[config.mk]
export PLATFORM = sky130hd
export DESIGN_NAME = calendar_clock_unit
export DESIGN_NICKNAME = d
export VERILOG_FILES = /design/src/verilog/calendar_pkg.sv /design/src/verilog/wakeup_timer.sv /design/src/verilog/calendar_clock_unit.sv
export SDC_FILE = /design/constraint.sdc
export NUM_CORES = 1
export LEC_CHECK = 0
export BUFFER_PORTS_ARGS = -buffer_cell sky130_fd_sc_hd__buf_2
export CAP_MARGIN = 40
export CORE_MARGIN = 2
export CORE_UTILIZATION = 30
export DETAILED_ROUTE_END_ITERATION = 10
export GPL_ROUTABILITY_DRIVEN = 1
export SYNTH_ARGS = -nofsm -noshare
export SYNTH_HDL_FRONTEND = slang
export SYNTH_SLANG_ARGS = --single-unit
[constraint.sdc]
create_clock -name ref_clk -period 4.9 [get_ports ref_clk]
set_clock_uncertainty 0.2 [all_clocks]
set_input_delay 0.735 -clock ref_clk [delete_from_list [all_inputs] [get_ports ref_clk]]
set_output_delay 0.735 -clock ref_clk [all_outputs]
set_load 0.01 [all_outputs]
[src/verilog/calendar_pkg.sv]
// Constants shared by the calendar clock unit and its wakeup timer.
// Assumes a single 40 MHz system clock and a 32-bit AHB-Lite register bus.
package calendar_pkg;

    // ------------------------------------------------------------------
    // Clocking
    // ------------------------------------------------------------------
    localparam int          CLK_HZ   = 40_000_000;
    localparam int          LS_HZ    = 32_768;
    // The 32.768 kHz base is made by a phase accumulator on ref_clk.
    localparam logic [25:0] ACC_MOD  = 26'(CLK_HZ);
    localparam logic [25:0] ACC_STEP = 26'(LS_HZ);
    // Low-speed ticks per full period of the 512 Hz reference.
    localparam int          CAL_HZ   = 512;
    localparam int          CAL_DIV  = LS_HZ / CAL_HZ;

    // ------------------------------------------------------------------
    // Register offsets
    // ------------------------------------------------------------------
    localparam logic [7:0] OFF_TIME   = 8'h00;
    localparam logic [7:0] OFF_DATE   = 8'h04;
    localparam logic [7:0] OFF_CTRL   = 8'h08;
    localparam logic [7:0] OFF_PRESC  = 8'h0c;
    localparam logic [7:0] OFF_SUBSEC = 8'h10;
    localparam logic [7:0] OFF_ALARM  = 8'h14;
    localparam logic [7:0] OFF_ALSS   = 8'h18;
    localparam logic [7:0] OFF_WKRLD  = 8'h1c;
    localparam logic [7:0] OFF_WKCNT  = 8'h20;
    localparam logic [7:0] OFF_STATUS = 8'h24;
    localparam logic [7:0] OFF_MASK   = 8'h28;
    localparam logic [7:0] OFF_BKP0   = 8'h2c;
    localparam int         NUM_BKP    = 5;

    // ------------------------------------------------------------------
    // Field positions
    // ------------------------------------------------------------------
    localparam int CTL_H12   = 0;
    localparam int CTL_ALEN  = 1;
    localparam int CTL_WKEN  = 2;
    localparam int CTL_CALOE = 3;
    localparam int CTL_WKSEL = 4;
    localparam int TM_PM     = 22;
    localparam int AL_MSEC   = 7;
    localparam int AL_MMIN   = 15;
    localparam int AL_MHOUR  = 23;
    localparam int AL_WDSEL  = 30;
    localparam int AL_MDAY   = 31;
    localparam int ALSS_EN   = 31;
    localparam int ST_ALARM  = 0;
    localparam int ST_WAKE   = 1;
    localparam int PRE_A_LSB = 16;

    // ------------------------------------------------------------------
    // Reset values and the word transfer size
    // ------------------------------------------------------------------
    localparam logic [6:0]  PRE_A_RST = 7'h7f;
    localparam logic [14:0] PRE_S_RST = 15'h00ff;
    localparam logic [7:0]  BCD_ONE   = 8'h01;
    localparam logic [2:0]  HSIZE_WORD = 3'h2;

endpackage

[src/verilog/wakeup_timer.sv]
// Auto-reload down counter that produces periodic wakeup events.
// Assumes lsTick and secTick are one-cycle pulses on ref_clk.
`timescale 1ns/1ps
`default_nettype none
module wakeup_timer
    import calendar_pkg::*;
#(
    parameter int CNT_W = 16
) (
    input  wire logic             ref_clk,
    input  wire logic             sys_rst,
    input  wire logic             lsTick,
    input  wire logic             secTick,
    input  wire logic             enable,
    input  wire logic [2:0]       sel,
    input  wire logic [CNT_W-1:0] reload,
    output logic                  wkEvent,
    output logic [CNT_W:0]        count
);

    typedef struct packed {
        logic [3:0]   div;
        logic [CNT_W:0] cnt;
        logic         evt;
    } wk_state_t;

    wk_state_t   st_ff;
    wk_state_t   nxt_st;
    logic [3:0]  divMask;
    logic        tick;
    logic [CNT_W:0] full;

    // ------------------------------------------------------------------
    // Tick selection and counting
    // ------------------------------------------------------------------
    always_comb begin
        nxt_st = st_ff;
        nxt_st.evt = 1'b0;
        // Selections 0 to 3 divide the low-speed base by 16, 8, 4 and 2.
        divMask = 4'hf >> sel[1:0];
        tick = sel[2] ? secTick
                      : (lsTick && ((st_ff.div & divMask) == divMask));
        // With both upper select bits set a 17th bit stretches the range.
        full = {(sel[2] && sel[1]), reload};
        if (lsTick) begin
            nxt_st.div = st_ff.div + 4'h1;
        end
        if (!enable) begin
            nxt_st.cnt = full;
            nxt_st.div = 4'h0;
        end else if (tick) begin
            if (st_ff.cnt == '0) begin
                nxt_st.evt = 1'b1;
                nxt_st.cnt = full;
            end else begin
                nxt_st.cnt = st_ff.cnt - 1'b1;
            end
        end
        if (sys_rst) begin
            nxt_st = '0;
        end
    end

    always_ff @(posedge ref_clk) begin
        st_ff <= nxt_st;
    end

    assign wkEvent = st_ff.evt;
    assign count   = st_ff.cnt;

endmodule
`default_nettype wire

[src/verilog/calendar_clock_unit.sv]
// Battery-domain calendar clock with alarm, wakeup timer and backup words.
// Assumes one AHB-Lite master, a 40 MHz ref_clk and synchronous inputs.
`timescale 1ns/1ps
`default_nettype none
module calendar_clock_unit
    import calendar_pkg::*;
#(
    parameter int BKP_WORDS = NUM_BKP,
    parameter int WK_W      = 16
) (
    input  wire logic        ref_clk,
    input  wire logic        sys_rst,
    input  wire logic        hsel,
    input  wire logic [31:0] haddr,
    input  wire logic [1:0]  htrans,
    input  wire logic        hwrite,
    input  wire logic [2:0]  hsize,
    input  wire logic [31:0] hwdata,
    input  wire logic        hready,
    output logic [31:0]      hrdata,
    output logic             hreadyout,
    output logic             hresp,
    input  wire logic        lowPowerMode,
    output logic             irq,
    output logic             wakeReq,
    output logic             calOut
);

    typedef struct packed {
        logic [25:0]  acc;
        logic         lsTick;
        logic         secTick;
        logic [1:0]   chk;
        logic [6:0]   asyncCnt;
        logic [14:0]  syncCnt;
        logic [6:0]   preA;
        logic [14:0]  preS;
        logic [5:0]   calDiv;
        logic [6:0]   sec;
        logic [6:0]   min;
        logic [5:0]   hour;
        logic         pm;
        logic [2:0]   wday;
        logic [5:0]   date;
        logic [4:0]   mon;
        logic [7:0]   year;
        logic [7:0]   ctrl;
        logic [31:0]  alarm;
        logic [31:0]  alarmSs;
        logic [WK_W-1:0] wkReload;
        logic [1:0]   status;
        logic [1:0]   mask;
        logic [BKP_WORDS-1:0][31:0] bkp;
        logic         wrPend;
        logic         rdPend;
        logic [7:0]   addr;
        logic [31:0]  hrdata;
        logic         hready;
        logic         hresp;
        logic         irq;
        logic         wake;
        logic         calOut;
    } cal_state_t;

    cal_state_t   st_ff;
    cal_state_t   nxt_st;
    logic [25:0]  accSum;
    logic [31:0]  rdata;
    logic         accept;
    logic         wkEvent;
    logic [WK_W:0] wkCount;
    logic         dayAdv;
    logic         alMatch;
    logic [1:0]   events;
    logic [1:0]   clrBits;

    // ------------------------------------------------------------------
    // Helpers
    // ------------------------------------------------------------------
    function automatic logic [7:0] incBcd(input logic [7:0] v);
        if (v[3:0] == 4'h9) begin
            return {v[7:4] + 4'h1, 4'h0};
        end
        return {v[7:4], v[3:0] + 4'h1};
    endfunction

    // Leap years are those divisible by four within the two-digit year.
    function automatic logic [5:0] lastDay(input logic [4:0] m,
                                           input logic [7:0] y);
        logic leap;
        leap = y[4] ? (y[3:0] == 4'h2 || y[3:0] == 4'h6)
                    : (y[3:0] == 4'h0 || y[3:0] == 4'h4 ||
                       y[3:0] == 4'h8);
        case (m)
            5'h02:   lastDay = leap ? 6'h29 : 6'h28;
            5'h04,
            5'h06,
            5'h09,
            5'h11:   lastDay = 6'h30;
            default: lastDay = 6'h31;
        endcase
    endfunction

    function automatic logic isBkp(input logic [7:0] a);
        return a >= OFF_BKP0 && a < OFF_BKP0 + 8'(4 * BKP_WORDS);
    endfunction

    function automatic logic [2:0] bkpIdx(input logic [7:0] a);
        logic [7:0] d;
        d = a - OFF_BKP0;
        return d[4:2];
    endfunction

    // ------------------------------------------------------------------
    // Wakeup counter
    // ------------------------------------------------------------------
    wakeup_timer #(
        .CNT_W (WK_W)
    ) i_wakeup_timer (
        .ref_clk (ref_clk),
        .sys_rst (sys_rst),
        .lsTick  (st_ff.lsTick),
        .secTick (st_ff.secTick),
        .enable  (st_ff.ctrl[CTL_WKEN]),
        .sel     (st_ff.ctrl[CTL_WKSEL+:3]),
        .reload  (st_ff.wkReload),
        .wkEvent (wkEvent),
        .count   (wkCount)
    );

    // ------------------------------------------------------------------
    // Register read mux
    // ------------------------------------------------------------------
    always_comb begin
        rdata = 32'h0000_0000;
        case (st_ff.addr)
            OFF_TIME: begin
                rdata = {9'h000, st_ff.pm, st_ff.hour, 1'b0, st_ff.min,
                         1'b0, st_ff.sec};
            end
            OFF_DATE: begin
                rdata = {8'h00, st_ff.year, st_ff.wday, st_ff.mon,
                         2'h0, st_ff.date};
            end
            OFF_CTRL:   rdata = {24'h000000, st_ff.ctrl};
            OFF_PRESC:  rdata = {9'h000, st_ff.preA, 1'b0, st_ff.preS};
            OFF_SUBSEC: rdata = {17'h00000, st_ff.syncCnt};
            OFF_ALARM:  rdata = st_ff.alarm;
            OFF_ALSS:   rdata = st_ff.alarmSs;
            OFF_WKRLD:  rdata = 32'(st_ff.wkReload);
            OFF_WKCNT:  rdata = 32'(wkCount);
            OFF_STATUS: rdata = {30'h0, st_ff.status};
            OFF_MASK:   rdata = {30'h0, st_ff.mask};
            default: begin
                if (isBkp(st_ff.addr)) begin
                    rdata = st_ff.bkp[bkpIdx(st_ff.addr)];
                end
            end
        endcase
    end

    // ------------------------------------------------------------------
    // Alarm compare
    // ------------------------------------------------------------------
    always_comb begin
        alMatch = st_ff.ctrl[CTL_ALEN];
        if (!st_ff.alarm[AL_MSEC] && st_ff.alarm[6:0] != st_ff.sec) begin
            alMatch = 1'b0;
        end
        if (!st_ff.alarm[AL_MMIN] && st_ff.alarm[14:8] != st_ff.min) begin
            alMatch = 1'b0;
        end
        if (!st_ff.alarm[AL_MHOUR] &&
            (st_ff.alarm[21:16] != st_ff.hour ||
             (st_ff.ctrl[CTL_H12] && st_ff.alarm[TM_PM] != st_ff.pm))) begin
            alMatch = 1'b0;
        end
        if (!st_ff.alarm[AL_MDAY]) begin
            if (st_ff.alarm[AL_WDSEL]) begin
                if (st_ff.alarm[26:24] != st_ff.wday) begin
                    alMatch = 1'b0;
                end
            end else if (st_ff.alarm[29:24] != st_ff.date) begin
                alMatch = 1'b0;
            end
        end
        // Compare two cycles after the sub-second step, once the calendar
        // holds the new second; one match gives one event, not a burst.
        if (!st_ff.chk[1] || st_ff.asyncCnt != st_ff.preA ||
            st_ff.syncCnt != (st_ff.alarmSs[ALSS_EN] ? st_ff.alarmSs[14:0]
                                                      : st_ff.preS)) begin
            alMatch = 1'b0;
        end
    end

    // ------------------------------------------------------------------
    // Next state
    // ------------------------------------------------------------------
    always_comb begin
        nxt_st = st_ff;
        dayAdv = 1'b0;
        clrBits = 2'b00;
        nxt_st.lsTick = 1'b0;
        nxt_st.secTick = 1'b0;
        nxt_st.chk = {st_ff.chk[0], st_ff.lsTick};

        // The time base runs regardless of lowPowerMode.
        accSum = st_ff.acc + ACC_STEP;
        nxt_st.acc = accSum;
        if (accSum >= ACC_MOD) begin
            nxt_st.acc = accSum - ACC_MOD;
            nxt_st.lsTick = 1'b1;
        end

        if (st_ff.lsTick) begin
            nxt_st.calDiv = st_ff.calDiv + 6'h01;
            if (st_ff.asyncCnt == '0) begin
                nxt_st.asyncCnt = st_ff.preA;
                if (st_ff.syncCnt == '0) begin
                    nxt_st.syncCnt = st_ff.preS;
                    nxt_st.secTick = 1'b1;
                end else begin
                    nxt_st.syncCnt = st_ff.syncCnt - 15'h0001;
                end
            end else begin
                nxt_st.asyncCnt = st_ff.asyncCnt - 7'h01;
            end
        end
        // Bit 5 of the divider is a square wave of LS_HZ / 64.
        nxt_st.calOut = st_ff.ctrl[CTL_CALOE] &&
                        nxt_st.calDiv[$clog2(CAL_DIV)-1];

        // Calendar advance.
        if (st_ff.secTick) begin
            nxt_st.sec = 7'(incBcd({1'b0, st_ff.sec}));
            if (st_ff.sec == 7'h59) begin
                nxt_st.sec = 7'h00;
                nxt_st.min = 7'(incBcd({1'b0, st_ff.min}));
                if (st_ff.min == 7'h59) begin
                    nxt_st.min = 7'h00;
                    nxt_st.hour = 6'(incBcd({2'b00, st_ff.hour}));
                    if (st_ff.ctrl[CTL_H12]) begin
                        if (st_ff.hour == 6'h12) begin
                            nxt_st.hour = 6'h01;
                        end else if (st_ff.hour == 6'h11) begin
                            nxt_st.pm = !st_ff.pm;
                            dayAdv = st_ff.pm;
                        end
                    end else if (st_ff.hour == 6'h23) begin
                        nxt_st.hour = 6'h00;
                        dayAdv = 1'b1;
                    end
                end
            end
        end
        if (dayAdv) begin
            nxt_st.wday = (st_ff.wday == 3'h7) ? 3'h1 : st_ff.wday + 3'h1;
            nxt_st.date = 6'(incBcd({2'b00, st_ff.date}));
            if (st_ff.date == lastDay(st_ff.mon, st_ff.year)) begin
                nxt_st.date = 6'h01;
                nxt_st.mon = 5'(incBcd({3'b000, st_ff.mon}));
                if (st_ff.mon == 5'h12) begin
                    nxt_st.mon = 5'h01;
                    nxt_st.year = (st_ff.year == 8'h99) ? 8'h00
                                                        : incBcd(st_ff.year);
                end
            end
        end

        // Bus slave: writes land in the data phase, reads take one wait.
        accept = hsel && htrans[1] && hready && hsize == HSIZE_WORD;
        nxt_st.hready = 1'b1;
        nxt_st.hresp = 1'b0;
        nxt_st.wrPend = 1'b0;
        nxt_st.rdPend = 1'b0;
        if (st_ff.rdPend) begin
            nxt_st.hrdata = rdata;
        end
        if (st_ff.wrPend) begin
            case (st_ff.addr)
                OFF_TIME: begin
                    nxt_st.sec = hwdata[6:0];
                    nxt_st.min = hwdata[14:8];
                    nxt_st.hour = hwdata[21:16];
                    nxt_st.pm = hwdata[TM_PM];
                    // A new time starts a whole second.
                    nxt_st.asyncCnt = st_ff.preA;
                    nxt_st.syncCnt = st_ff.preS;
                end
                OFF_DATE: begin
                    nxt_st.date = hwdata[5:0];
                    nxt_st.mon = hwdata[12:8];
                    nxt_st.wday = hwdata[15:13];
                    nxt_st.year = hwdata[23:16];
                end
                OFF_CTRL:  nxt_st.ctrl = hwdata[7:0];
                OFF_PRESC: begin
                    nxt_st.preA = hwdata[PRE_A_LSB+:7];
                    nxt_st.preS = hwdata[14:0];
                end
                OFF_ALARM:  nxt_st.alarm = hwdata;
                OFF_ALSS:   nxt_st.alarmSs = hwdata;
                OFF_WKRLD:  nxt_st.wkReload = hwdata[WK_W-1:0];
                OFF_STATUS: clrBits = hwdata[1:0];
                OFF_MASK:   nxt_st.mask = hwdata[1:0];
                default: begin
                    if (isBkp(st_ff.addr)) begin
                        nxt_st.bkp[bkpIdx(st_ff.addr)] = hwdata;
                    end
                end
            endcase
        end
        if (accept) begin
            nxt_st.addr = {haddr[7:2], 2'b00};
            nxt_st.wrPend = hwrite;
            nxt_st.rdPend = !hwrite;
            nxt_st.hready = hwrite;
        end

        // Events: a set in the same cycle as a clear wins.
        events = 2'b00;
        events[ST_ALARM] = alMatch;
        events[ST_WAKE] = wkEvent;
        nxt_st.status = (st_ff.status & ~clrBits) | events;
        nxt_st.irq = |(nxt_st.status & nxt_st.mask);
        nxt_st.wake = lowPowerMode && (|nxt_st.status);

        if (sys_rst) begin
            nxt_st = '0;
            // Backup words ride through every reset.
            nxt_st.bkp = st_ff.bkp;
            nxt_st.preA = PRE_A_RST;
            nxt_st.preS = PRE_S_RST;
            nxt_st.asyncCnt = PRE_A_RST;
            nxt_st.syncCnt = PRE_S_RST;
            nxt_st.wday = BCD_ONE[2:0];
            nxt_st.date = BCD_ONE[5:0];
            nxt_st.mon = BCD_ONE[4:0];
            nxt_st.hready = 1'b1;
        end
    end

    always_ff @(posedge ref_clk) begin
        st_ff <= nxt_st;
    end

    // ------------------------------------------------------------------
    // Outputs
    // ------------------------------------------------------------------
    assign hrdata    = st_ff.hrdata;
    assign hreadyout = st_ff.hready;
    assign hresp     = st_ff.hresp;
    assign irq       = st_ff.irq;
    assign wakeReq   = st_ff.wake;
    assign calOut    = st_ff.calOut;

endmodule
`default_nettype wire

* After elaboration in Yosys (flattened, before gate mapping)
Cells that the tools add are included.
** Word-level totals
- Register bits :: 442
- Bits of input ports :: 75
- Word-level logic and storage cells :: 268
** Operators by class
- Add/sub/neg operators :: 21
- Magnitude comparators :: 5
- Eq/ne operators :: 45
- Shift operators :: 1
- Mux-type cells :: 99
- Bitwise operators :: 12
- Reduce and logical (&&, ||, !) cells :: 44
** Operators with widths (count)
- $pmux 32 s11 :: 1
- $mux 160 :: 2
- $mux 162 :: 1
- $bwmux 160 :: 1
- $mux 32 :: 5
- $mux 131 :: 1
- $mux 22 :: 5
- $bmux 32 s3 :: 1
- $demux 32 s3 :: 1
- $mux 21 :: 3
- $mux 6 :: 9
- $mux 15 :: 3
- $mux 44 :: 1
- $mux 1 :: 41
- $mux 7 :: 5
- $mux 17 :: 2
- $add 4x1->4 const B :: 8
- $mux 8 :: 4
- $eq 4x4->1 const B :: 7
- $mux 27 :: 1
- $add 26x16->26 const B :: 1
- $ge 26x26->1 const B :: 1
- $sub 26x26->26 const B :: 1
- $eq 6x3->1 const B :: 4
- 64 further kinds :: 118

* Depth between registers and ports, before layout
Gate-level depths: netlist (run 1).
- Depth after elaboration :: 18
- Gate-level depth with buffers :: 12
- Mapped depth without buffers :: 10

* Cells and area by module
Synthesis (run 1) repeated with hierarchy kept, for this count alone.
** Unflattened totals
- Cell total of the unflattened synthesis :: 2276
- Area, all modules :: 21197.8 µm²
** By module, submodules not included
- calendar_clock_unit :: times used 1, cells an instance 2065, area each 19547.5 µm², seq. area each 9809.4 µm²
- wakeup_timer :: times used 1, cells an instance 211, area each 1650.3 µm², seq. area each 440.4 µm²

* Worst setup path after synthesis (run 1)
Ideal clock, no wire load.
- Path type :: register to register
- From :: register st_ff[39] (netlist name)
- To :: register with a tool-made name
- Arrival :: 4542 ps
- Required time :: 4199 ps
- Path slack :: -343 ps
- Stages on the path, launching flop included :: 8
- Period minus slack after synthesis :: 5243 ps
- Path through :: dfxtp_1 -> clkbuf_1 -> inv_1 -> ha_1 -> clkbuf_1 -> nor3b_1 -> o2111ai_1 -> nor4_1
** RTL lines
- start, declared :: line calendar_clock_unit.sv:65 : cal_state_t st_ff;
- start signal, assigned :: line calendar_clock_unit.sv:344 : st_ff <= nxt_st;

* Final worst setup path (run 1)
- From :: register st_ff[39] (netlist name)
- To :: register st_ff, in the netlist hrdata[1]
** Between the ends
- Word-level cells in the longest chain between the ends :: 5
- Elaborated cells on any way between the ends :: 19
- Those cells by class :: add/sub (1); order compare (2); eq/ne (10); mux (4); reduce/logical (2)
** RTL lines
- $sub 5x4->5 :: line calendar_clock_unit.sv:110 : d = a - OFF_BKP0;
- $bmux 32 s3 :: line calendar_clock_unit.sv:156 : rdata = st_ff.bkp[bkpIdx(st_ff.addr)];
- $mux 32 (not written as such) :: line calendar_clock_unit.sv:156
- $mux 32 :: line calendar_clock_unit.sv:155 : if (isBkp(st_ff.addr)) begin
- $pmux 32 s11 (*) :: line calendar_clock_unit.sv:136 : case (st_ff.addr)
Every way passes the cells marked *; elsewhere a longest branch is shown, timed or not. The select of a mux whose other input is x is not followed.
A chain may end at the register's enable or synchronous reset.

==> results of run 1 <==
[per-layer routing]
layer,vias to the layer above,track usage [%],share of wire (%)
met3,129,3.44,7.8
met4,2,6.41,3.1
met1,8855,25.1,42
li1,8205,-,-
met2,801,31.6,47
met5,-,0,0.014
[worst min-delay path by stage]
stage	endpoint	slack [ns]	depth (start not counted)	from
after floorplan	st_ff[393]	0.21	1	st_ff[392]
after global routing	st_ff[42]	0.18	3	haddr[5]
after detailed placement	st_ff[393]	0.24	1	st_ff[392]
after global placement	st_ff[393]	0.22	1	st_ff[392]
after CTS	wakeReq	0.15	3	lowPowerMode
final	wakeReq	0.17	3	lowPowerMode
[critical path, stage by stage, from the launching register on]
cell       delay [ns]
dfxtp_4          0.36
inv_1            0.21
ha_1             0.79
nor3b_1          0.17
o21ai_0          0.28
a21o_1           0.61
nor3_1           0.29
a2111oi_0        0.49
a311oi_1         0.18
[cell type report]
class,instances,area [µm²]
Fill cell,7084,45800
Sequential cell,432,10300
Multi-Input combinational cell,1581,9820
Clock buffer,67,1440
Tap cell,940,1180
Timing Repair Buffer,134,861
Clock inverter,25,342
Inverter,34,128
Antenna cell,1,2.50
[cell families after synthesis]
kind of cell / synth area share [%]
AOI/OAI and AO/OA: 17.3
xor gates and xnor gates: 3.54
adders and majority gates: 1.72
buffers and inverters: 4.85
DFF: 48.7
muxes: 5.69
other: 0.0178
and+or+nand+nor: 18.2
[cells in the mapped netlist (8+ instances only)]
master,number
o22ai_1,35
o311ai_0,8
nor2_1,159
a222oi_1,12
o221a_2,12
dfxtp_1,272
xnor2_1,37
edfxtp_1,160
buf_4,33
nor4_1,17
a311oi_1,22
nor3_1,70
a211oi_1,30
a21oi_1,169
clkbuf_1,152
or3_1,17
nand4_1,29
and3_1,19
nand3_1,82
nand2_1,309
nor3b_1,13
a221oi_1,24
and2_1,11
ha_1,29
or2_2,11
a31oi_1,8
a22oi_1,44
mux2i_1,42
inv_1,32
or4_1,10
buf_1,13
o31ai_1,9
o31a_1,10
nor2b_1,14
nor4b_1,9
nand2b_1,11
o211ai_1,10
xor2_1,48
o21ai_0,86
mux2_2,69
[where the power goes]
group,internal (µW),total (µW),switching [µW]
clock,2450,4030,1580
sequential,3740,3780,45.1
combinational,112,355,243
total,6300,8170,1870
[stage by stage]
stage               total power [µW]  util (%)  std cells  hold WS, ns
floorplan                       4070         -       2250        0.214
global placement                4200      31.7       3108        0.221
detailed placement              4210      31.9       3121        0.242
CTS                             8210      34.4       3213        0.154
global route                    8400      34.4       3214        0.178
finish                          8170      34.4       3214        0.173
==> results.md, run 1 <==
* Synth area leaders: dfxtp_1 (26%), edfxtp_1 (23%), nand2_1 (5.5%)
* Crit-path max FO at 18
* Relative slew slack at a little over a third
* Status: completed
* Cell taking the most area after synthesis: dfxtp_1
* Post-synthesis sequential area ratio at about 50%
* Fin crit period at 3.72 ns
* Nets at 2,336
* Dpl ws at 1.19 ns
* R2r startpoint: st_ff[39]
* Global route overflow at 0
* Detail Route Antenna Nets at 0
* Max_cap viols at 0
* Placed cell areas at ~22,000 µm²
* Vias after detailed routing at 18,000
* Die Span Y at 269 µm
* Critical path origin: st_ff[39]
* Post-Syn Area per Cell at a little over 9 µm²
* Max Buffers Root-to-Sink at 3
* Clk slew on worst S/H paths at around 0.060 ns
* CTS buffer count at 49
* Prevailing post-synth register cell: dfxtp_1
* Hold Crit Class: in2reg
* Finish-stage setup viols at 0
* Required time worst endpoint at 5.15 ns
* Final WL at 70,300 µm
* PostCTS Resize Cnt at 0
* EDFF count, synth at 160
* Total GRT Usage at approximately a fifth
* Mapped Nets at 2,354
* Setup crit end: hrdata[1]
* Area Growth Syn to Fin at 14.2%
* Initial Utilization at 30.2%
* DR pass1 iterations at 6
* CP Data Arrival Time at about 4 ns
* DP HPWL at ~48,000 µm
* Die ar. at 72,300 µm²
* Num ports at 112
* Cell Pwr Density at 340 nW/µm²
* Setup TNS Final at 0 ns
* Worst vdd ir at 222 µV
* Final Cell Area at about 24,000 µm²
* Fin worst setup slack at 1.18 ns
* CTS Root Cell: clkbuf_16
* Worst setup SP type: register
* Yosys cell types at 82
* Fin crit share at around 76%
* Core area at ~70,000 µm²
* RD Place Congestion at 0.947
* Final hold violations at 0
* H-Tree Level Count at 2
* Most frequent cells in the layout: nand2_1 (309), dfxtp_1 (270), a21oi_1 (169)
* Async S/R FF share, synth at 0%
* Crit. End Element: register
* Worst reg2reg endpoint: hrdata[1]
* PortBufs at 83
* FP Rows at 97
* Later-pin clock latency in the skew report at 0.60 ns
* TritonCTS Sinks at 432
* Peak Freq at between 200 and 300 MHz
* Top cell type's share of synthesized area at 25.9%
* Static leakage at just over 0.008 µW
* RSZ-0062 raised after global routing: false
* Final Slew Violations at 0
* Drt via density at 5.60
* Yosys Warn Count at 0
* FF+latch count, synth at 432
* # DRC at 0
* Worst Reg2Reg Path Length in Cells at 8
* First-pass GRT wire length at about 110,000 µm
* Initial antenna violation count at 2
* R2R setup slack at between 1 and 1.5 ns
* CTS Hold Bufs at 0
* CTS tree: yes
* Layout cells sized above 1 at 14.2%
* Largest net degree at the start of global routing at 88
* Setup Buffers After CTS at 0
* Cells after Synth at 2,250
* Drt wl/cell at between 20 and 25 µm
* Vias in the first global route at 17,200
* Starting DRT DRC Count at 2,132
* Die width at 269 µm
* Most common cell after layout, fill and taps aside: nand2_1
* Crit Path Category: reg2reg
* Mapped Area at 21,000 µm²
* Slew @ Worst Pin at 0.951 ns
No activity file was read; power rests on OpenSTA's default activity.
==> inputs of run 2 (changes only) <==
--- a/config.mk
+++ b/config.mk
@@ -5,6 +5,7 @@
 export SDC_FILE = /design/constraint.sdc
 export NUM_CORES = 1
 export LEC_CHECK = 0
+export ABC_AREA = 1
 export BUFFER_PORTS_ARGS = -buffer_cell sky130_fd_sc_hd__buf_2
 export CAP_MARGIN = 40
 export CORE_MARGIN = 2
==> constraint.sdc (replaced) <==
create_clock -name ref_clk -period 3.2 [get_ports ref_clk]
set_clock_uncertainty 0.2 [all_clocks]
set_input_delay 0.48 -clock ref_clk [delete_from_list [all_inputs] [get_ports ref_clk]]
set_output_delay 0.48 -clock ref_clk [all_outputs]
set_load 0.01 [all_outputs]
==> run 2 against run 1 <==
Area after synthesis up 2.9%. Non-clock buffer count up 38. Cell area up 3.9%. Total power up 43%. Sequential share of layout area down 1.6 points.
==> results.md, run 2 <==
* Post-synthesis mux area share at 0% (-5.7 points)
* GRT busiest layer: met2
* Mapped Nets at 2,940 (+25%)
* Prevailing post-synth register cell: dfxtp_1
* Fin crit share at 84.4% (+8.4 points)
* CP Data Arrival Time at 3.02 ns (-0.95 ns)
* Gate power share at 3.4% (-0.9 points)
* Most common cell in the netlist: nand2_1
* FP Rows at 98 (+1.0%)
* Sw Pwr at 2650 µW (+42%)
* Post-Synth Adder-Cell Area at 1.68% (-0.049 points)
* Hold Crit Class: in2reg
* Top cell type's share of synthesized area at 25.1% (-0.73 points)
* Total GRT Usage at 18.6% (-0.45 points)
* DP HPWL at 49,300 µm (+3.4%)
* CTS Root Cell: clkbuf_16
* Yosys Warn Count at 0 (unchanged)
* Required time worst endpoint at 3.52 ns (-1.63 ns)
* Starting DRT DRC Count at 2,217 (+4.0%)
* Worst setup SP type: register
* Most frequent cells in the layout: nand2_1 (483), nor2_1 (328), o21ai_0 (315)
* XOR/XNOR share of the synthesized area at 1.70% (-1.8 points)
* Most used cell, CP: nand3_1
* Commonest cells post-synth: nand2_1 (484), nor2_1 (332), o21ai_0 (315), inv_1 (310), a21oi_1 (294)
* Finish-stage setup viols at 0 (unchanged)
* Initial Utilization at 30.3% (+0.14 points)
* Cell internal pwr at 9040 µW (+43%)
* TritonCTS Sinks at 432 (unchanged)
* Met3 Use GR at 2.43% (-1.0 points)
* Mapped Area at 21,700 µm² (+2.9%)
* Largest family of logic cells by synthesized area: simple AND/OR/NAND/NOR gates
* DR pass1 iterations at 6 (unchanged)
* Setup Buffers After CTS at 0 (unchanged)
* Max_cap viols at 0 (unchanged)
* Crit path cell chain: inv_1, ha_1, nand3_1, nand3_1, nor2_1, nand2_2, inv_2, buf_4, nand4_1, a21oi_1
* Static leakage at 0.00985 µW (+22%)
* Setup TNS Final at 0 ns (unchanged)
* Worst path buffer plus inverter count at 3 (+2)
* # DRC at 0 (unchanged)
* First-pass GRT wire length at 109,000 µm (+2.4%)
* Later-pin clock latency in the skew report at 0.60 ns (about the same)
* Global route overflow at 0 (unchanged)
* PortBufs at 83 (unchanged)
* Vias in the first global route at 18,100 (+5.5%)
* Initial antenna violation count at 1 (-1)
* Max incr delay on CP at 0.40 ns (-0.39 ns)
* Flop pwr share at 48.8% (+2.5 points)
* Relative slew slack at 40.1% (+3.5 points)
* Worst vdd ir at 398 µV (+79%)
* Final Slew Violations at 0 (unchanged)
* Post-Syn Area per Cell at 7.64 µm² (-18%)
* Synth area leaders: dfxtp_1 (25%), edfxtp_1 (22%), nand2_1 (8.4%)
* CTS buffer count at 46 (-6.1%)
* Area Growth Syn to Fin at 15.2%
* Cell at the slowest stage of the critical path: dfxtp_1
* Drt wl/cell at 18.4 µm (-16%)
* Post-synthesis simple-gate area fraction at 21.2% (+3.0 points)
* GR met2 Demand/Resource at 30.4% (-1.3 points)
* Compound-Gate Fraction of Synth Area at 18.8% (+1.5 points)
* RD Place Congestion at 0.940 (-0.74%)
* M1 GR Usage at 25.5% (+0.46 points)
* Max Buffers Root-to-Sink at 3 (unchanged)
* Final hold violations at 0 (unchanged)
* Drt via density at 5.13 (-8.4%)
* CTS tree: yes
* Critical path origin: st_ff[40]
* Layout cells sized above 1 at 9.14% (-5.1 points)
* Final WL at 71,100 µm (+1.1%)
* Peak Freq at 370 MHz (+38%)
* Cell Pwr Density at 468 nW/µm² (+38%)
* Crit-path max FO at 20 (+2)
* Largest net degree at the start of global routing at 150 (+70%)
* Slew @ Worst Pin at 0.898 ns (-0.0527 ns)
* Num ports at 112 (unchanged)
* Cell taking the most area after synthesis: dfxtp_1
* Nets at 2,990 (+28%)
* Hold_sp: haddr[4]
* Status: completed
* PostCTS Resize Cnt at 0 (unchanged)
* Die ar. at 74,400 µm² (+2.9%)
* Vias after detailed routing at 19,900 (+10%)
* CTS Hold Bufs at 24 (+24)
* Die width at 273 µm (+1.4%)
* H-Tree Level Count at 2 (unchanged)
* R2r startpoint: st_ff[40]
* Critical path's top delay family: simple AND/OR/NAND/NOR gates
* Async S/R FF share, synth at 0% (unchanged)
* Crit. End Element: register
* Register Area at 10,300 µm² (about the same)
* Crit Path Category: reg2reg
* RSZ-0062 raised after global routing: false
* Die Span Y at 273 µm (+1.4%)
* Core area at 71,500 µm² (+2.4%)
* Cells after Synth at 2,836 (+26%)
* Post-synthesis sequential area ratio at 47.3% (-1.4 points)
* Fin crit period at 2.70 ns (-1.02 ns)
* FILL cells at 7,453 (+5.2%)
* FF+latch count, synth at 432 (unchanged)
* N_diodes at 0 (-1)
* Worst hold slack at 0.0367 ns (-0.136 ns)
* Most common cell after layout, fill and taps aside: nand2_1
* EDFF count, synth at 160 (unchanged)
* Switching Share at 22.7% (-0.20 points)
* Yosys cell types at 47 (-43%)
* Clk pwr share at 47.8% (-1.5 points)
* Multi-input gate area in the final layout at 9490 µm² (-3.4%)
* Detail Route Antenna Nets at 0 (unchanged)
* Clk slew on worst S/H paths at 0.06 ns (about the same)
## run 2: cell count changes after synthesis, moves of 52 or more
cell      before  now
a21oi_1      169  294
clkbuf_1     152  100
inv_1         32  310
mux2_2        69    0
nand2_1      309  484
nand3_1       82  149
nor2_1       159  332
o21ai_0       86  315
## run 2: cells by family (layout without fill, tap and decap cells)
| family | after synthesis | count (layout) |
|---|---|---|
| AND/OR/NAND/NOR | 1093 | 1093 |
| AO/OA/AOI/OAI | 751 | 751 |
| buffers and inverters | 488 | 574 |
| flip-flops | 432 | 432 |
| XOR/XNOR | 42 | 42 |
| adder cells (fa/ha/maj) | 29 | 29 |
| other | 1 | 1 |
## run 2: power by group through the flow
stage,combinational [µW],clock (µW),sequential [µW]
finish,402,5580,5700
CTS,398,5680,5700
global route,434,5880,5700
floorplan,178,0,5820
global placement,374,0,5820
detailed placement,376,0,5820
## run 2: cell type report
type | instances | share of cell area [%]
Sequential cell | 432 | 41.1
Clock inverter | 23 | 1.13
Timing Repair Buffer | 172 | 5.08
Multi-Input combinational cell | 1916 | 38.0
Clock buffer | 61 | 5.12
Inverter | 318 | 4.80
Tap cell | 950 | 4.76
## run 2: worst paths after layout
kind,end,slack (ns),cells past startpoint
worst max-delay path,hrdata[25],0.50,10
worst min-delay path,st_ff[41],0.04,3
worst max register to register,hrdata[25],0.50,10
worst min register to register,st_ff[393],0.20,2
## run 2: layer usage
metal / part of all wire [%] / wire (µm)
met1: 44 / 31200
met2: 46 / 32900
met3: 6.9 / 4940
met4: 3.1 / 2170
met5: 0 / 0
## run 2: per-stage QoR
step	power [µW]	util (%)	instances	worst slack [ns]	cell area (µm²)
detailed placement	6200	32.4	3764	0.522	23200
floorplan	6000	-	2836	-0.250	21800
global placement	6200	32.3	3761	0.510	23100
CTS	11800	34.9	3872	0.502	25000
global route	12000	34.9	3872	0.252	25000
finish	11700	34.9	3872	0.501	25000
## run 2: worst register-to-register path: stages, from the launching register on
cell and delay, ns:
dfxtp_1 0.40, inv_1 0.10, ha_1 0.22, nand3_1 0.31, nand3_1 0.15, nor2_1 0.18, nand2_2 0.09, inv_2 0.38
buf_4 0.26, nand4_1 0.17, a21oi_1 0.17
==> inputs of run 3 (changes only) <==
==> constraint.sdc (replaced) <==
create_clock -name ref_clk -period 2.45 [get_ports ref_clk]
set_clock_uncertainty 0.2 [all_clocks]
set_input_delay 0.3675 -clock ref_clk [delete_from_list [all_inputs] [get_ports ref_clk]]
set_output_delay 0.3675 -clock ref_clk [all_outputs]
set_load 0.01 [all_outputs]
==> run 3 against run 2 <==
Clock-buffer cell count down 1. Non-clock buffer count up 132. Total power increased by 33%. Maximum frequency increased by 14%. Critical path depth stayed put. Largest power group is now the clock network. Combinational power is 49% higher. Highest routed layer is now met5. Die area unchanged. Critical path type unchanged. Sequential power grew 31%.
==> results.md, run 3 (synthesized netlist as in run 2, its figures left out) <==
* DP HPWL at 52,300 µm (+5.9%)
* Drt via density at 5.09 (-0.78%)
* Drt wl/cell at 18.6 µm (+1.2%)
* Vias in the first global route at 19,000 (+4.7%)
* Detail Route Antenna Nets at 0 (unchanged)
* Final WL at 74,500 µm (+4.8%)
* Max_cap viols at 0 (unchanged)
* N_diodes at 0 (unchanged)
* RD Place Congestion at 0.928 (-1.3%)
* Worst vdd ir at 524 µV (+32%)
* Total GRT Usage at 19.5% (+0.83 points)
* Slew @ Worst Pin at 0.669 ns (-0.230 ns)
* Area Growth Syn to Fin at 21.6%
* DR pass1 iterations at 6 (unchanged)
* Die ar. at 74,400 µm² (unchanged)
* Dpl ws at -0.0143 ns (-0.536 ns)
* Initial Utilization at 30.3% (unchanged)
* Initial antenna violation count at 1 (unchanged)
* Nets at 3,124 (+4.5%)
* Most frequent cells in the layout: nand2_1 (482), nor2_1 (319), o21ai_0 (313)
* Later-pin clock latency in the skew report at 0.60 ns (about the same)
* Final Slew Violations at 0 (unchanged)
* Fin worst setup slack at 0.0818 ns (-0.419 ns)
* Final hold violations at 0 (unchanged)
* CP Data Arrival Time at 2.64 ns (-0.38 ns)
* CTS tree: yes
* PortBufs at 83 (unchanged)
* Layout cells sized above 1 at 13.6% (+4.5 points)
* Clk slew on worst S/H paths at 0.07 ns (about the same)
* Largest net degree at the start of global routing at 117 (-22%)
* Hold Crit Class: in2reg
* Static leakage at 0.0105 µW (+7.1%)
* Cell Pwr Density at 591 nW/µm² (+26%)
* Die Span Y at 273 µm (unchanged)
* Crit-path max FO at 24 (+20%)
* Vias after detailed routing at 20,400 (+2.7%)
* FILL cells at 7,336 (-1.6%)
* Status: completed
* Multi-input gate area in the final layout at 9610 µm² (+1.3%)
* Crit. End Element: register
* FP Rows at 98 (unchanged)
* Fin crit period at 2.37 ns (-0.331 ns)
* Relative slew slack at 55.4% (+15 points)
* # DRC at 0 (unchanged)
* Crit Path Category: reg2reg
* Max Buffers Root-to-Sink at 3 (unchanged)
* CTS Root Cell: clkbuf_16
* Power, Total at 15,600 µW (+33%)
* Core area at 71,500 µm² (unchanged)
* Worst setup SP type: register
* First-pass GRT wire length at 113,000 µm (+3.8%)
* Fin crit share at 96.7% (+12 points)
* Register Area at 10,300 µm² (about the same)
* Final core utilization at 36.8% (+1.9 points)
* Finish-stage setup viols at 0 (unchanged)
* Most common cell after layout, fill and taps aside: nand2_1
* Starting DRT DRC Count at 2,252 (+1.6%)
* Peak Freq at 422 MHz (+14%)
* Die width at 273 µm (unchanged)
* TritonCTS Sinks at 432 (unchanged)
* H-Tree Level Count at 2 (unchanged)
* Required time worst endpoint at 2.72 ns (-0.80 ns)
* CTS buffer count at 47 (+2.2%)
* Num ports at 112 (unchanged)
* Global route overflow at 0 (unchanged)
-- run 3: cell count changes in the layout (fill, tap and decap cells not counted), moves of 6 or more --
cell           change
buf_4            +103
buf_12            +14
nor2_4             +6
nor2_1             -9
dlygate4sd3_1     +13
-- run 3: worst paths after layout --
kind / start / end / slack [ns] / depth (start not counted)
worst min-delay path: hwdata[1] / st_ff[349] / 0.05 / 3
worst min register to register: st_ff[392] / st_ff[393] / 0.20 / 2
worst max register to register: st_ff[42] / st_ff[339] / 0.08 / 10
worst max-delay path: st_ff[42] / st_ff[339] / 0.08 / 10
-- run 3: report_power, final --
| group | internal, µW | total [µW] | switching (µW) | leakage [µW] |
|---|---|---|---|---|
| Combinational | 186 | 599 | 413 | 0.00611 |
| Sequential | 7440 | 7450 | 10.3 | 0.00363 |
| Clock | 4380 | 7510 | 3130 | 0.000802 |
-- run 3: layer usage --
metal  GRT usage [%]  up-vias  part of all wire (%)  wire (µm)
li1                -     9899                     -          -
met2            31.5      769                    46      33900
met1            26.5     9596                    44      32400
met5               0        -                 0.015         11
met4            6.39        2                   3.3       2480
met3            3.14      129                   7.6       5680
-- run 3: repair_timing --
| item | in CTS | in global routing |
|---|---|---|
| endpoints found under the hold margin | 170 | 0 |
| gates cloned | 0 | 2 |
| pin swaps | 1 | 6 |
| setup buffers | 0 | 5 |
| endpoints found under the setup margin | 56 | 216 |
| resized for setup | 3 | 39 |
| hold buffers | 37 | 0 |
-- run 3: stage by stage --
step / hold slack (ns) / cell area, µm² / cells / setup TNS (ns)
detailed placement: 0.196 / 24100 / 3877 / -0.330
global route: 0.0249 / 26300 / 4008 / -0.0307
floorplan: 0.188 / 21800 / 2836 / -115.50
finish: 0.0520 / 26300 / 4008 / 0
global placement: 0.195 / 24100 / 3877 / -0.651
CTS: 0.00609 / 26100 / 4001 / 0
-- run 3: layout make-up --
| class | instances | area share (%) |
|---|---|---|
| Tap cell | 950 | 4.51 |
| Timing Repair Buffer | 304 | 9.33 |
| Multi-Input combinational cell | 1917 | 36.5 |
| Clock buffer | 60 | 4.88 |
| Inverter | 318 | 4.57 |
| Sequential cell | 432 | 39.0 |
| Clock inverter | 27 | 1.27 |
-- run 3: critical path, cell delays in order (launching register included) --
cell	delay, ns
dfxtp_1	0.36
nor2_1	0.28
nand3_2	0.19
buf_4	0.20
buf_4	0.15
nor2_4	0.17
buf_4	0.15
buf_12	0.17
nor2_1	0.11
a32oi_1	0.20
nor2_1	0.06
